**src/shared/uol_pkg.sv**
```systemverilog
// constants and types shared by the user option loader
package uol_pkg;

  // information block and main array map
  localparam logic [31:0] USD_BASE      = 32'h1fff_f800;
  localparam logic [31:0] USD_LAST      = 32'h1fff_f9ff;
  localparam logic [31:0] BOOT_BASE     = 32'h1fff_a400;
  localparam logic [31:0] BOOT_LAST     = 32'h1fff_f3ff;
  localparam logic [31:0] MAIN_BASE     = 32'h0800_0000;
  localparam int          NUM_SECTORS   = 128;
  localparam int          SECT_SH_256K  = 11;
  localparam int          SECT_SH_128K  = 10;
  localparam logic [31:0] OPT_WORD_STEP = 32'h0000_0004;
  localparam int          NUM_OPT_WORDS = 3;

  // pair checking
  localparam logic [7:0]  ERASED_BYTE   = 8'hff;
  localparam logic [15:0] ERASED_PAIR   = 16'hffff;

  // access protection decode
  localparam logic [7:0]  AP_NONE_CODE  = 8'ha5;
  localparam logic [7:0]  AP_HIGH_CODE  = 8'hcc;
  typedef enum logic [1:0] {UOL_AP_NONE, UOL_AP_LOW, UOL_AP_HIGH} uol_ap_e;

  // setting byte bits
  localparam int SSB_PARITY_DIS = 7;
  localparam int SSB_SBY_WDT    = 6;
  localparam int SSB_DSL_WDT    = 5;
  localparam int SSB_BOOT_SEL   = 4;
  localparam int SSB_SBY_NORST  = 2;
  localparam int SSB_DSL_NORST  = 1;
  localparam int SSB_WDT_OFF    = 0;

  // loaded option register layout
  localparam int USD_ERR_BIT   = 0;
  localparam int USD_AP_BIT    = 1;
  localparam int USD_SSB_LSB   = 2;
  localparam int USD_UB0_LSB   = 10;
  localparam int USD_UB1_LSB   = 18;
  localparam logic [31:0] USD_RESET  = 32'h0000_0000;
  localparam logic [31:0] EPPS_RESET = 32'h0000_0000;

  // register bus map, word offsets in bytes
  localparam logic [3:0] OFS_USD    = 4'h0;
  localparam logic [3:0] OFS_EPPS   = 4'h4;
  localparam logic [3:0] OFS_STATUS = 4'h8;
  localparam logic [31:0] UNMAPPED_DATA = 32'h0000_0000;

  // status register bits
  localparam int STS_ERR  = 0;
  localparam int STS_DONE = 1;
  localparam int STS_AP_LSB = 2;

endpackage
```
**src/hw/uol_loader.sv**
```systemverilog
// user option loader: reset-time fetch of option words into registers
//
// The implementer's own choices: register access over Avalon-MM and the register addresses.
`timescale 1ns/1ps
module uol_loader #(
  parameter bit BIG_ARRAY = 1'b1
) (
  input  wire logic        clk,
  input  wire logic        rst_n,
  // flash information block read port
  output logic             fl_rd,
  output logic      [31:0] fl_addr,
  input  wire logic        fl_rvalid,
  input  wire logic [31:0] fl_rdata,
  // main array access gating
  output logic             flash_ready,
  input  wire logic [31:0] probe_addr,
  output logic             probe_main,
  output logic      [6:0]  probe_sector,
  output logic             probe_protected,
  output logic             probe_boot,
  output logic             probe_usd,
  // boot pin, asynchronous
  input  wire logic        boot_pin,
  // decoded options
  output logic      [1:0]  access_protect_level,
  output logic             sram_parity_disable,
  output logic             standby_watchdog_run,
  output logic             deepsleep_watchdog_run,
  output logic             boot_from_sram,
  output logic             standby_no_reset,
  output logic             deepsleep_no_reset,
  output logic             watchdog_autostart_off,
  output logic             option_load_error_flag,
  // avalon-mm slave
  input  wire logic [3:0]  avs_address,
  input  wire logic        avs_read,
  input  wire logic        avs_write,
  input  wire logic [31:0] avs_writedata,
  input  wire logic [3:0]  avs_byteenable,
  output logic      [31:0] avs_readdata,
  output logic             avs_waitrequest
);

  typedef enum logic [1:0] {UOL_FETCH, UOL_WAIT, UOL_DONE} uol_state_e;

  typedef struct packed {
    uol_state_e  state;
    logic [1:0]  word_idx;
    logic        rd;
    logic [31:0] addr;
    logic [31:0] usd;
    logic [31:0] epps;
    logic        err;
    logic        ready;
    logic [2:0]  boot_sync;
    logic        boot_lvl;
    logic        ack;
    logic [31:0] rdata;
    logic [1:0]  ap;
    logic [7:0]  flags;
    logic        p_main;
    logic [6:0]  p_sector;
    logic        p_prot;
    logic        p_boot;
    logic        p_usd;
  } uol_state_s;

  uol_state_s cur;
  uol_state_s nxt;

  logic [7:0] val_lo;
  logic [7:0] val_hi;
  logic       bad_lo;
  logic       bad_hi;
  logic       d_main;
  logic [6:0] d_sector;
  logic       d_boot;
  logic       d_usd;
  logic [3:0] prot_bit;

  // each option word carries two pairs
  uol_pair_check u_pair_lo (
    .pair_in (fl_rdata[15:0]),
    .value   (val_lo),
    .bad     (bad_lo)
  );

  uol_pair_check u_pair_hi (
    .pair_in (fl_rdata[31:16]),
    .value   (val_hi),
    .bad     (bad_hi)
  );

  uol_sector_decode u_dec (
    .addr      (probe_addr),
    .big_array (BIG_ARRAY),
    .in_main   (d_main),
    .sector    (d_sector),
    .in_boot   (d_boot),
    .in_usd    (d_usd)
  );

  // next state
  always_comb begin
    nxt = cur;
    nxt.rd  = 1'b0;
    nxt.ack = 1'b0;
    // boot pin: three flops, change taken once the last two agree
    nxt.boot_sync = {cur.boot_sync[1:0], boot_pin};
    if (cur.boot_sync[2] == cur.boot_sync[1]) begin
      nxt.boot_lvl = cur.boot_sync[2];
    end

    // loader runs once after each reset, then sits in done until next reset
    case (cur.state)
      UOL_FETCH: begin
        nxt.rd    = 1'b1;
        nxt.addr  = uol_pkg::USD_BASE + {28'h0000000, cur.word_idx, 2'b00};
        nxt.state = UOL_WAIT;
      end
      UOL_WAIT: begin
        if (fl_rvalid) begin
          if (bad_lo || bad_hi) begin
            nxt.err = 1'b1;
          end
          case (cur.word_idx)
            2'd0: begin
              // access byte decoded after the complement check; a broken pair decodes as the erased byte
              nxt.usd[uol_pkg::USD_AP_BIT] = (val_lo != uol_pkg::AP_NONE_CODE);
              if (val_lo == uol_pkg::AP_NONE_CODE) begin
                nxt.ap = 2'(uol_pkg::UOL_AP_NONE);
              end else if (val_lo == uol_pkg::AP_HIGH_CODE) begin
                nxt.ap = 2'(uol_pkg::UOL_AP_HIGH);
              end else begin
                nxt.ap = 2'(uol_pkg::UOL_AP_LOW);
              end
              nxt.usd[uol_pkg::USD_SSB_LSB +: 8] = val_hi;
            end
            2'd1: begin
              nxt.usd[uol_pkg::USD_UB0_LSB +: 8] = val_lo;
              nxt.usd[uol_pkg::USD_UB1_LSB +: 8] = val_hi;
            end
            default: begin
              nxt.epps[7:0]  = val_lo;
              nxt.epps[15:8] = val_hi;
            end
          endcase
          if (cur.word_idx == 2'(uol_pkg::NUM_OPT_WORDS - 1)) begin
            nxt.state = UOL_DONE;
          end else begin
            nxt.word_idx = cur.word_idx + 2'd1;
            nxt.state    = UOL_FETCH;
          end
        end
      end
      UOL_DONE: begin
        nxt.ready = 1'b1;
      end
      default: begin
        nxt.state = UOL_FETCH;
      end
    endcase
    nxt.usd[uol_pkg::USD_ERR_BIT] = nxt.err;

    // options decoded from the setting byte image
    nxt.flags[0] = cur.usd[uol_pkg::USD_SSB_LSB + uol_pkg::SSB_PARITY_DIS];
    nxt.flags[1] = cur.usd[uol_pkg::USD_SSB_LSB + uol_pkg::SSB_SBY_WDT];
    nxt.flags[2] = cur.usd[uol_pkg::USD_SSB_LSB + uol_pkg::SSB_DSL_WDT];
    // boot memory only when pin high and option bit low
    nxt.flags[3] = cur.boot_lvl &&
                   !cur.usd[uol_pkg::USD_SSB_LSB + uol_pkg::SSB_BOOT_SEL];
    nxt.flags[4] = cur.usd[uol_pkg::USD_SSB_LSB + uol_pkg::SSB_SBY_NORST];
    nxt.flags[5] = cur.usd[uol_pkg::USD_SSB_LSB + uol_pkg::SSB_DSL_NORST];
    nxt.flags[6] = cur.usd[uol_pkg::USD_SSB_LSB + uol_pkg::SSB_WDT_OFF];
    nxt.flags[7] = 1'b0;

    // probe decode; only the main hit is gated until the options are valid
    // one bit per 4 KB: two large sectors or four small ones
    prot_bit = BIG_ARRAY ? d_sector[4:1] : d_sector[5:2];
    nxt.p_main   = d_main && cur.ready;
    nxt.p_sector = d_sector;
    nxt.p_prot   = d_main && (d_sector < (BIG_ARRAY ? 7'd32 : 7'd64)) &&
                   !cur.epps[prot_bit];
    nxt.p_boot   = d_boot;
    nxt.p_usd    = d_usd;

    // avalon slave: one wait cycle, then answer; registers are read-only
    if ((avs_read || avs_write) && !cur.ack) begin
      nxt.ack = 1'b1;
      case (avs_address)
        uol_pkg::OFS_USD:    nxt.rdata = cur.usd;
        uol_pkg::OFS_EPPS:   nxt.rdata = cur.epps;
        uol_pkg::OFS_STATUS: nxt.rdata = {28'h0000000, cur.ap, cur.ready, cur.err};
        default:             nxt.rdata = uol_pkg::UNMAPPED_DATA;
      endcase
    end
  end

  // single state register; the image only changes during the post-reset load
  always_ff @(posedge clk or negedge rst_n) begin
    if (!rst_n) begin
      cur       <= '0;
      cur.state <= UOL_FETCH;
      cur.usd   <= uol_pkg::USD_RESET;
      cur.epps  <= uol_pkg::EPPS_RESET;
    end else begin
      cur <= nxt;
    end
  end

  // outputs straight from flops
  assign fl_rd                  = cur.rd;
  assign fl_addr                = cur.addr;
  assign flash_ready            = cur.ready;
  assign probe_main             = cur.p_main;
  assign probe_sector           = cur.p_sector;
  assign probe_protected        = cur.p_prot;
  assign probe_boot             = cur.p_boot;
  assign probe_usd              = cur.p_usd;
  assign access_protect_level   = cur.ap;
  assign sram_parity_disable    = cur.flags[0];
  assign standby_watchdog_run   = cur.flags[1];
  assign deepsleep_watchdog_run = cur.flags[2];
  assign boot_from_sram         = cur.flags[3];
  assign standby_no_reset       = cur.flags[4];
  assign deepsleep_no_reset     = cur.flags[5];
  assign watchdog_autostart_off = cur.flags[6];
  assign option_load_error_flag = cur.err;
  assign avs_readdata           = cur.rdata;
  // waitrequest high until the registered answer is ready
  assign avs_waitrequest        = !cur.ack;

endmodule

```
**src/hw/uol_pair_check.sv**
```systemverilog
// one option pair: complement check and forcing to erased value
`timescale 1ns/1ps
module uol_pair_check (
  input  wire logic [15:0] pair_in,
  output logic      [7:0]  value,
  output logic             bad
);
  // mismatch unless complement holds or pair is still erased
  always_comb begin
    bad   = (pair_in[15:8] != ~pair_in[7:0]) && (pair_in != uol_pkg::ERASED_PAIR);
    value = bad ? uol_pkg::ERASED_BYTE : pair_in[7:0];
  end
endmodule

```
**src/hw/uol_sector_decode.sv**
```systemverilog
// main array sector index decode for the two array sizes
`timescale 1ns/1ps
module uol_sector_decode (
  input  wire logic [31:0] addr,
  input  wire logic        big_array,
  output logic             in_main,
  output logic      [6:0]  sector,
  output logic             in_boot,
  output logic             in_usd
);
  logic [31:0] ofs;
  logic [31:0] idx;
  // sector size 2 KB on the large array, 1 KB on the small one
  always_comb begin
    ofs = addr - uol_pkg::MAIN_BASE;
    idx = big_array ? (ofs >> uol_pkg::SECT_SH_256K) : (ofs >> uol_pkg::SECT_SH_128K);
    in_main = (addr >= uol_pkg::MAIN_BASE) && (idx < 32'(uol_pkg::NUM_SECTORS));
    sector  = idx[6:0];
    in_boot = (addr >= uol_pkg::BOOT_BASE) && (addr <= uol_pkg::BOOT_LAST);
    in_usd  = (addr >= uol_pkg::USD_BASE) && (addr <= uol_pkg::USD_LAST);
  end
endmodule

```
**config.mk**
```make
export PLATFORM = sky130hd
export DESIGN_NAME = uol_loader
export DESIGN_NICKNAME = d
export VERILOG_FILES = /design/src/shared/uol_pkg.sv /design/src/hw/uol_loader.sv /design/src/hw/uol_pair_check.sv /design/src/hw/uol_sector_decode.sv
export SDC_FILE = /design/constraint.sdc
export NUM_CORES = 1
export LEC_CHECK = 0
export BUFFER_PORTS_ARGS = -buffer_cell sky130_fd_sc_hd__clkbuf_2
export CAP_MARGIN = 40
export CORE_ASPECT_RATIO = 2
export CORE_MARGIN = 1.5
export CORE_UTILIZATION = 40
export DETAILED_ROUTE_END_ITERATION = 16
export MAX_ROUTING_LAYER = met4
export PLACE_DENSITY_LB_ADDON = 0.3
export SYNTH_ARGS = -nofsm -noshare
export SYNTH_HDL_FRONTEND = slang
export SYNTH_SLANG_ARGS = --single-unit
```
**constraint.sdc**
```tcl
create_clock -name clk -period 1.5 [get_ports clk]
set_input_delay 0 -clock clk [delete_from_list [all_inputs] [get_ports clk]]
set_output_delay 0 -clock clk [all_outputs]
set_load 0.01 [all_outputs]
```
---- After elaboration in Yosys (flattened, before gate mapping) ----
Cells that the tools add are included.
word-level totals
  register bits ........................... 137
  word-level logic and storage cells ...... 89
  input bits .............................. 110
  output and inout bits ................... 88
cells by class
  mux-type cells .......................... 13
  $add $sub $neg .......................... 3
  equality and inequality tests ........... 15
  $lt $le $gt $ge ......................... 8
  reductions and logical operators ........ 25
  bitwise logic cells ..................... 5
operators with widths
  operator                  count
  $pmux W26 S3              1
  $mux W33                  2
  $ge A32 B29 Y1 const B    2
  $le A32 B29 Y1 const B    2
  $ge A32 B28 Y1 const B    1
  $ne A16 B16 Y1 const B    2
  $sub A32 B28 Y32 const B  1
  $add A29 B4 Y30 const A   1
  $lt A21 B8 Y1 const B     1
  $eq A8 B8 Y1 const B      2
  $mux W8                   2
  $ne A8 B8 Y1              2
  $not A8 Y8                2
  $reduce_and A3 Y1         5
  $logic_and A1 B1 Y1       10
  $mux W2                   4
  $ne A8 B8 Y1 const B      1
  $lt A7 B6 Y1 const B      1
  $lt A4 B6 Y1 const B      1
  $pmux W2 S3               1
  $bmux W1 S4               1
  $eq A2 B1 Y1 const B      2
  $eq A2 B2 Y1 const B      2
  $eq A4 B3 Y1 const B      1
  13 further kinds          19

---- Logic depth before layout (Yosys ltp) ----
  depth after elaboration ................. 7
  gate-level depth with buffers ........... 7
  gate-level depth less buffers ........... 6

---- By module ----
A second synthesis with hierarchy kept.
second synthesis, totals
  cells, all modules ...................... 457
  area, all modules ....................... 5172.5 um2
modules (own cells, without submodules)
  module             area each (um2)  sequential area each (um2)  cells an instance  instances
  uol_loader         4568.1           2552.4                      376                1
  uol_pair_check     173.9            0.0                         24                 2
  uol_sector_decode  256.5            0.0                         33                 1

---- Worst setup path after synthesis ----
Ideal clock, no wire load.
  path kind ............................... reg-to-reg
  start ................................... register cur[158] in the netlist's numbering
  end ..................................... register cur[70] in the netlist's numbering
  data arrival time ....................... 1.461 ns
  clock period less this slack ............ 1.581 ns
  path slack .............................. -0.081 ns
  data required time ...................... 1.380 ns
  library setup time ...................... 0.120 ns
  buffers on the path ..................... 2
  cell stages (with the launch flop) ...... 8
  path through ............................ dfrtp_1 > inv_1 > ha_1 > or3_1 > buf_2 > buf_2 > nor2_1 > a21oi_2
between the ends
  longest elaborated chain between the ends .. 4
  elaborated cells on any way between the ends .. 5
  classes of those cells .................. eq/ne (1); bitwise (1); reduce/logical (3)
RTL lines
  element                                           line               RTL
  start: declaration                                uol_loader.sv:69   uol_state_s cur;
  start signal: assignment                          uol_loader.sv:208  cur <= nxt;
  $eq A2 B1 Y1 or $logic_not A2 Y1 (tied branches)  uol_loader.sv:127  case (cur.word_idx)
  $reduce_or A2 Y1 (no source line) *               --
  $not A1 Y1 (no source line) *                     --
  $reduce_and A3 Y1 (no source line) *              --
Mark *: on every way between the ends. The rest lies on a longest branch, timed or not.
A chain may end at the register's enable or synchronous reset.

---- Worst setup path after layout ----
  start ................................... register cur[157] in the netlist's numbering
  end ..................................... register cur, in the netlist access_protect_level[0]
between the ends
  longest elaborated chain between the ends .. 2
RTL lines
  element                             line
  $logic_not A2 Y1                    uol_loader.sv:127
  $reduce_and A3 Y1 (no source line)  --
Every way passes these cells.

==> impl_metrics.yaml <==
sta:
  finalCritPeriodShare_pct: 101
  tightest_slew_ns: 0.594
  hold_ws_ns: 0.0252
  drv_slew: 0
  rsz0062_at_grt: "yes"
  fin_skew_ns: 0.00587
  fmax_ghz: 0.662
  setup_ws_ns: -0.0106
  max-slew-margin-rel_pct: 60.3
  setup_viol: 1
  period_needed_ns: 1.51
  final_hold_viol_count: 0
critical_path:
  arrival_ns: 1.74
  required_ns: 1.73
  r2r_start: "cur[157]"
  crit_type: "reg2reg"
  cp-end-kind: "register"
  startpoint: "cur[157]"
  startpoint_type: "register"
  crit_fanout: 3
route:
  routed_wl_um: 12900
  initialDrtViolationCount: 239
  wl_per_cell_um: 16.4
  vias: 4055
  ant_nets: 0
  vias_per_cell: 5.15
  dr.pass1.iters: 6
  drc: 0
logic_synthesis:
  yosysSeqAreaShare_pct: 50.3
  synth_cell_type_count: 52
  ys.flop_type: "dfrtp_1"
  yosys-top-cells-count: "dfrtp_1 (102), nor2_1 (76), buf_4 (75), nand2_1 (50), o21ai_0 (34)"
  netlist_top_cells_area: "dfrtp_1 (50%), buf_4 (11%), nor2_1 (5.6%)"
  yosys_warnings: 0
  yosysTopAreaCellShare_pct: 50.3
  synth_edf_count: 0
  postSynthAreaPerCell_um2: 9.85
  synth_most_common_cell: "dfrtp_1"
  syn-cell-area_um2: 5070
  yosys.area.top_type: "dfrtp_1"
  syn-instance-count: 515
  ys_seq_elements: 102
  synthArstFlopShare_pct: 100
clock_tree:
  htreeDepth: 3
  cts_tree: "done"
  cts_setup_buffers: 0
  clkLatencyLatePin_ns: 0.35
  clk_pin_slew_worst_paths_ns: 0.07
  cts_root_buffer: "clkbuf_16"
  cts_buffer_depth: 2
  cts_made_buffers: 9
  cts_sinks: 102
min_path:
  min_path_type: "in2reg"
  min_from: "probe_addr[24]"
pwr:
  pwr_density_cell_nw_per_um2: 1280
  p_seq_share_pct: 43.9
  pwr-share-comb_pct: 24.9
  power.total_mw: 7.86
  p_clk_share_pct: 31.2
  power_leakage_nw: 2.81
  sw_frac_of_total_pct: 31.7
  ir_drop_mv: 0.937
  p_sw_mw: 2.49
  p_int_mw: 5.37
grt:
  grt_pass1_wl_um: 20100
  grt.overflow.total: 0
  grt_usage_pct: 20.8
  grt_max_degree: 41
  grt_pass1_vias: 4017
  antenna_found_initial: 0
die:
  coreArea_um2: 12500
  io_pins: 198
  rows: 58
  start_util_pct: 40.6
  dieArea_um2: 13400
  die_w_um: 82.6
  die_h_um: 162
placed_design:
  dpl.hpwl_um: 10000
  gp_congestion: 0.947
  numPlacedInstances: 760
  io_buffers: 134
layout:
  layoutNonFillerInstCount: 787
  n_antenna_cell: 0
  nets: 746
  synthToLayoutAreaGrowth_pct: 21.2
  fillers: 1214
  layout-drive-gt1-share_pct: 36.1
job:
  drv_cap: 0
status:
  violations: "setup timing"
  status: "finished, violations left"
-- metal layers --
| layer | GRT usage (%) | routed length, um | up-vias | share of wire [%] |
|---|---|---|---|---|
| li1 | - | - | 1901 | - |
| met1 | 21.9 | 4670 | 1962 | 36 |
| met2 | 36.3 | 7180 | 155 | 56 |
| met3 | 3.15 | 551 | 37 | 4.3 |
| met4 | 10.7 | 478 | 0 | 3.7 |
| met5 | - | 0 | - | 0 |
-- cell usage in the layout (no fill, tap or decap), types with 3 or more instances in the layout --
master         count
nor2_1            71
o21ai_1            3
dlygate4sd3_1     12
nor2_2             5
nand2_1           50
o21ai_0           33
clkbuf_2         133
xor2_1            17
inv_6              3
nor2b_1            3
mux4_2             4
nand4_1           16
nand2b_1           3
buf_12             4
inv_1              6
a22oi_1           12
a21oi_2           10
nand3_1            3
clkbuf_16          9
buf_4             36
dfrtp_1          101
a21oi_1           27
mux2i_1            4
nor3_1             5
conb_1            18
-- registers in the layout (all words and copies together) (netlist names), 2 cells and up --
register,flops
cur,50
avs_readdata,26
probe_sector,7
fl_addr,3
access_protect_level,2
-- worst max-delay path, stage by stage, from the launching register on --
cell and delay, ns:
dfrtp_1 0.41, inv_2 0.10, ha_4 0.14, and4b_1 0.21, nand4b_1 0.20, a211oi_2 0.24
a21oi_1 0.09
-- final timing paths --
kind	endpoint	slack (ns)	cells past startpoint
max	access_protect_level[0]	-0.01	6
min	probe_boot	0.03	4
max in group asynchronous	cur[160]	0.71	3
min reg2reg	cur[56]	0.35	0
max reg2reg	access_protect_level[0]	-0.01	6
min in group asynchronous	avs_readdata[19]	0.17	2
-- final cells by class --
class	instances	area, um^2	share of cell area, %
sequential	102	2550	41.5
inverter	8	30.0	0.488
clock inverter	7	87.6	1.42
timing repair buffer	185	1140	18.5
clock buffer	9	225	3.66
multi-input combinational	326	1930	31.4
tap	150	188	3.05
-- power by group through the flow --
stage	clock network, mW	registers, mW	logic [mW]
after floorplan	0	3.44	1.15
after global placement	0	3.48	1.86
after detailed placement	0	3.50	1.93
after CTS	2.49	3.45	1.98
after global routing	2.60	3.50	2.20
final	2.45	3.45	1.96
-- cells by family (layout without fill, tap and decap cells) --
group           count (synthesis)  after routing  synth area share (%)
compound gates                 98             98                  12.0
xor+xnor                       18             18                  3.11
fa+ha+maj                       5              5                  1.18
buf+inv                       104            209                  14.1
flops                         102            102                  50.3
mux                            10             10                  3.01
other cells                     1             18                0.0739
simple gates                  177            177                  16.2
-- stage by stage --
| step | setup WS (ns) | util (%) | TNS (ns) | instance area (um^2) |
|---|---|---|---|---|
| 5_1_grt | -0.0997 | 49.3 | -0.278 | 6150 |
| 4_1_cts | 0.0261 | 49.1 | 0 | 6130 |
| 3_5_place_dp | 0.0153 | 45.6 | 0 | 5690 |
| 3_3_place_gp | 0.0387 | 45.6 | 0 | 5690 |
| 6_report | -0.0106 | 49.3 | -0.0106 | 6150 |
| 2_1_floorplan | 0.00626 | - | 0 | 5160 |
-- repair_timing --
item,in CTS,in global routing
endpoints found under the setup margin,1,29
hold buffers,12,0
pin swaps,0,5
endpoints found under the hold margin,49,0
resized for setup,1,9
Power figures use the tool's default switching activity.
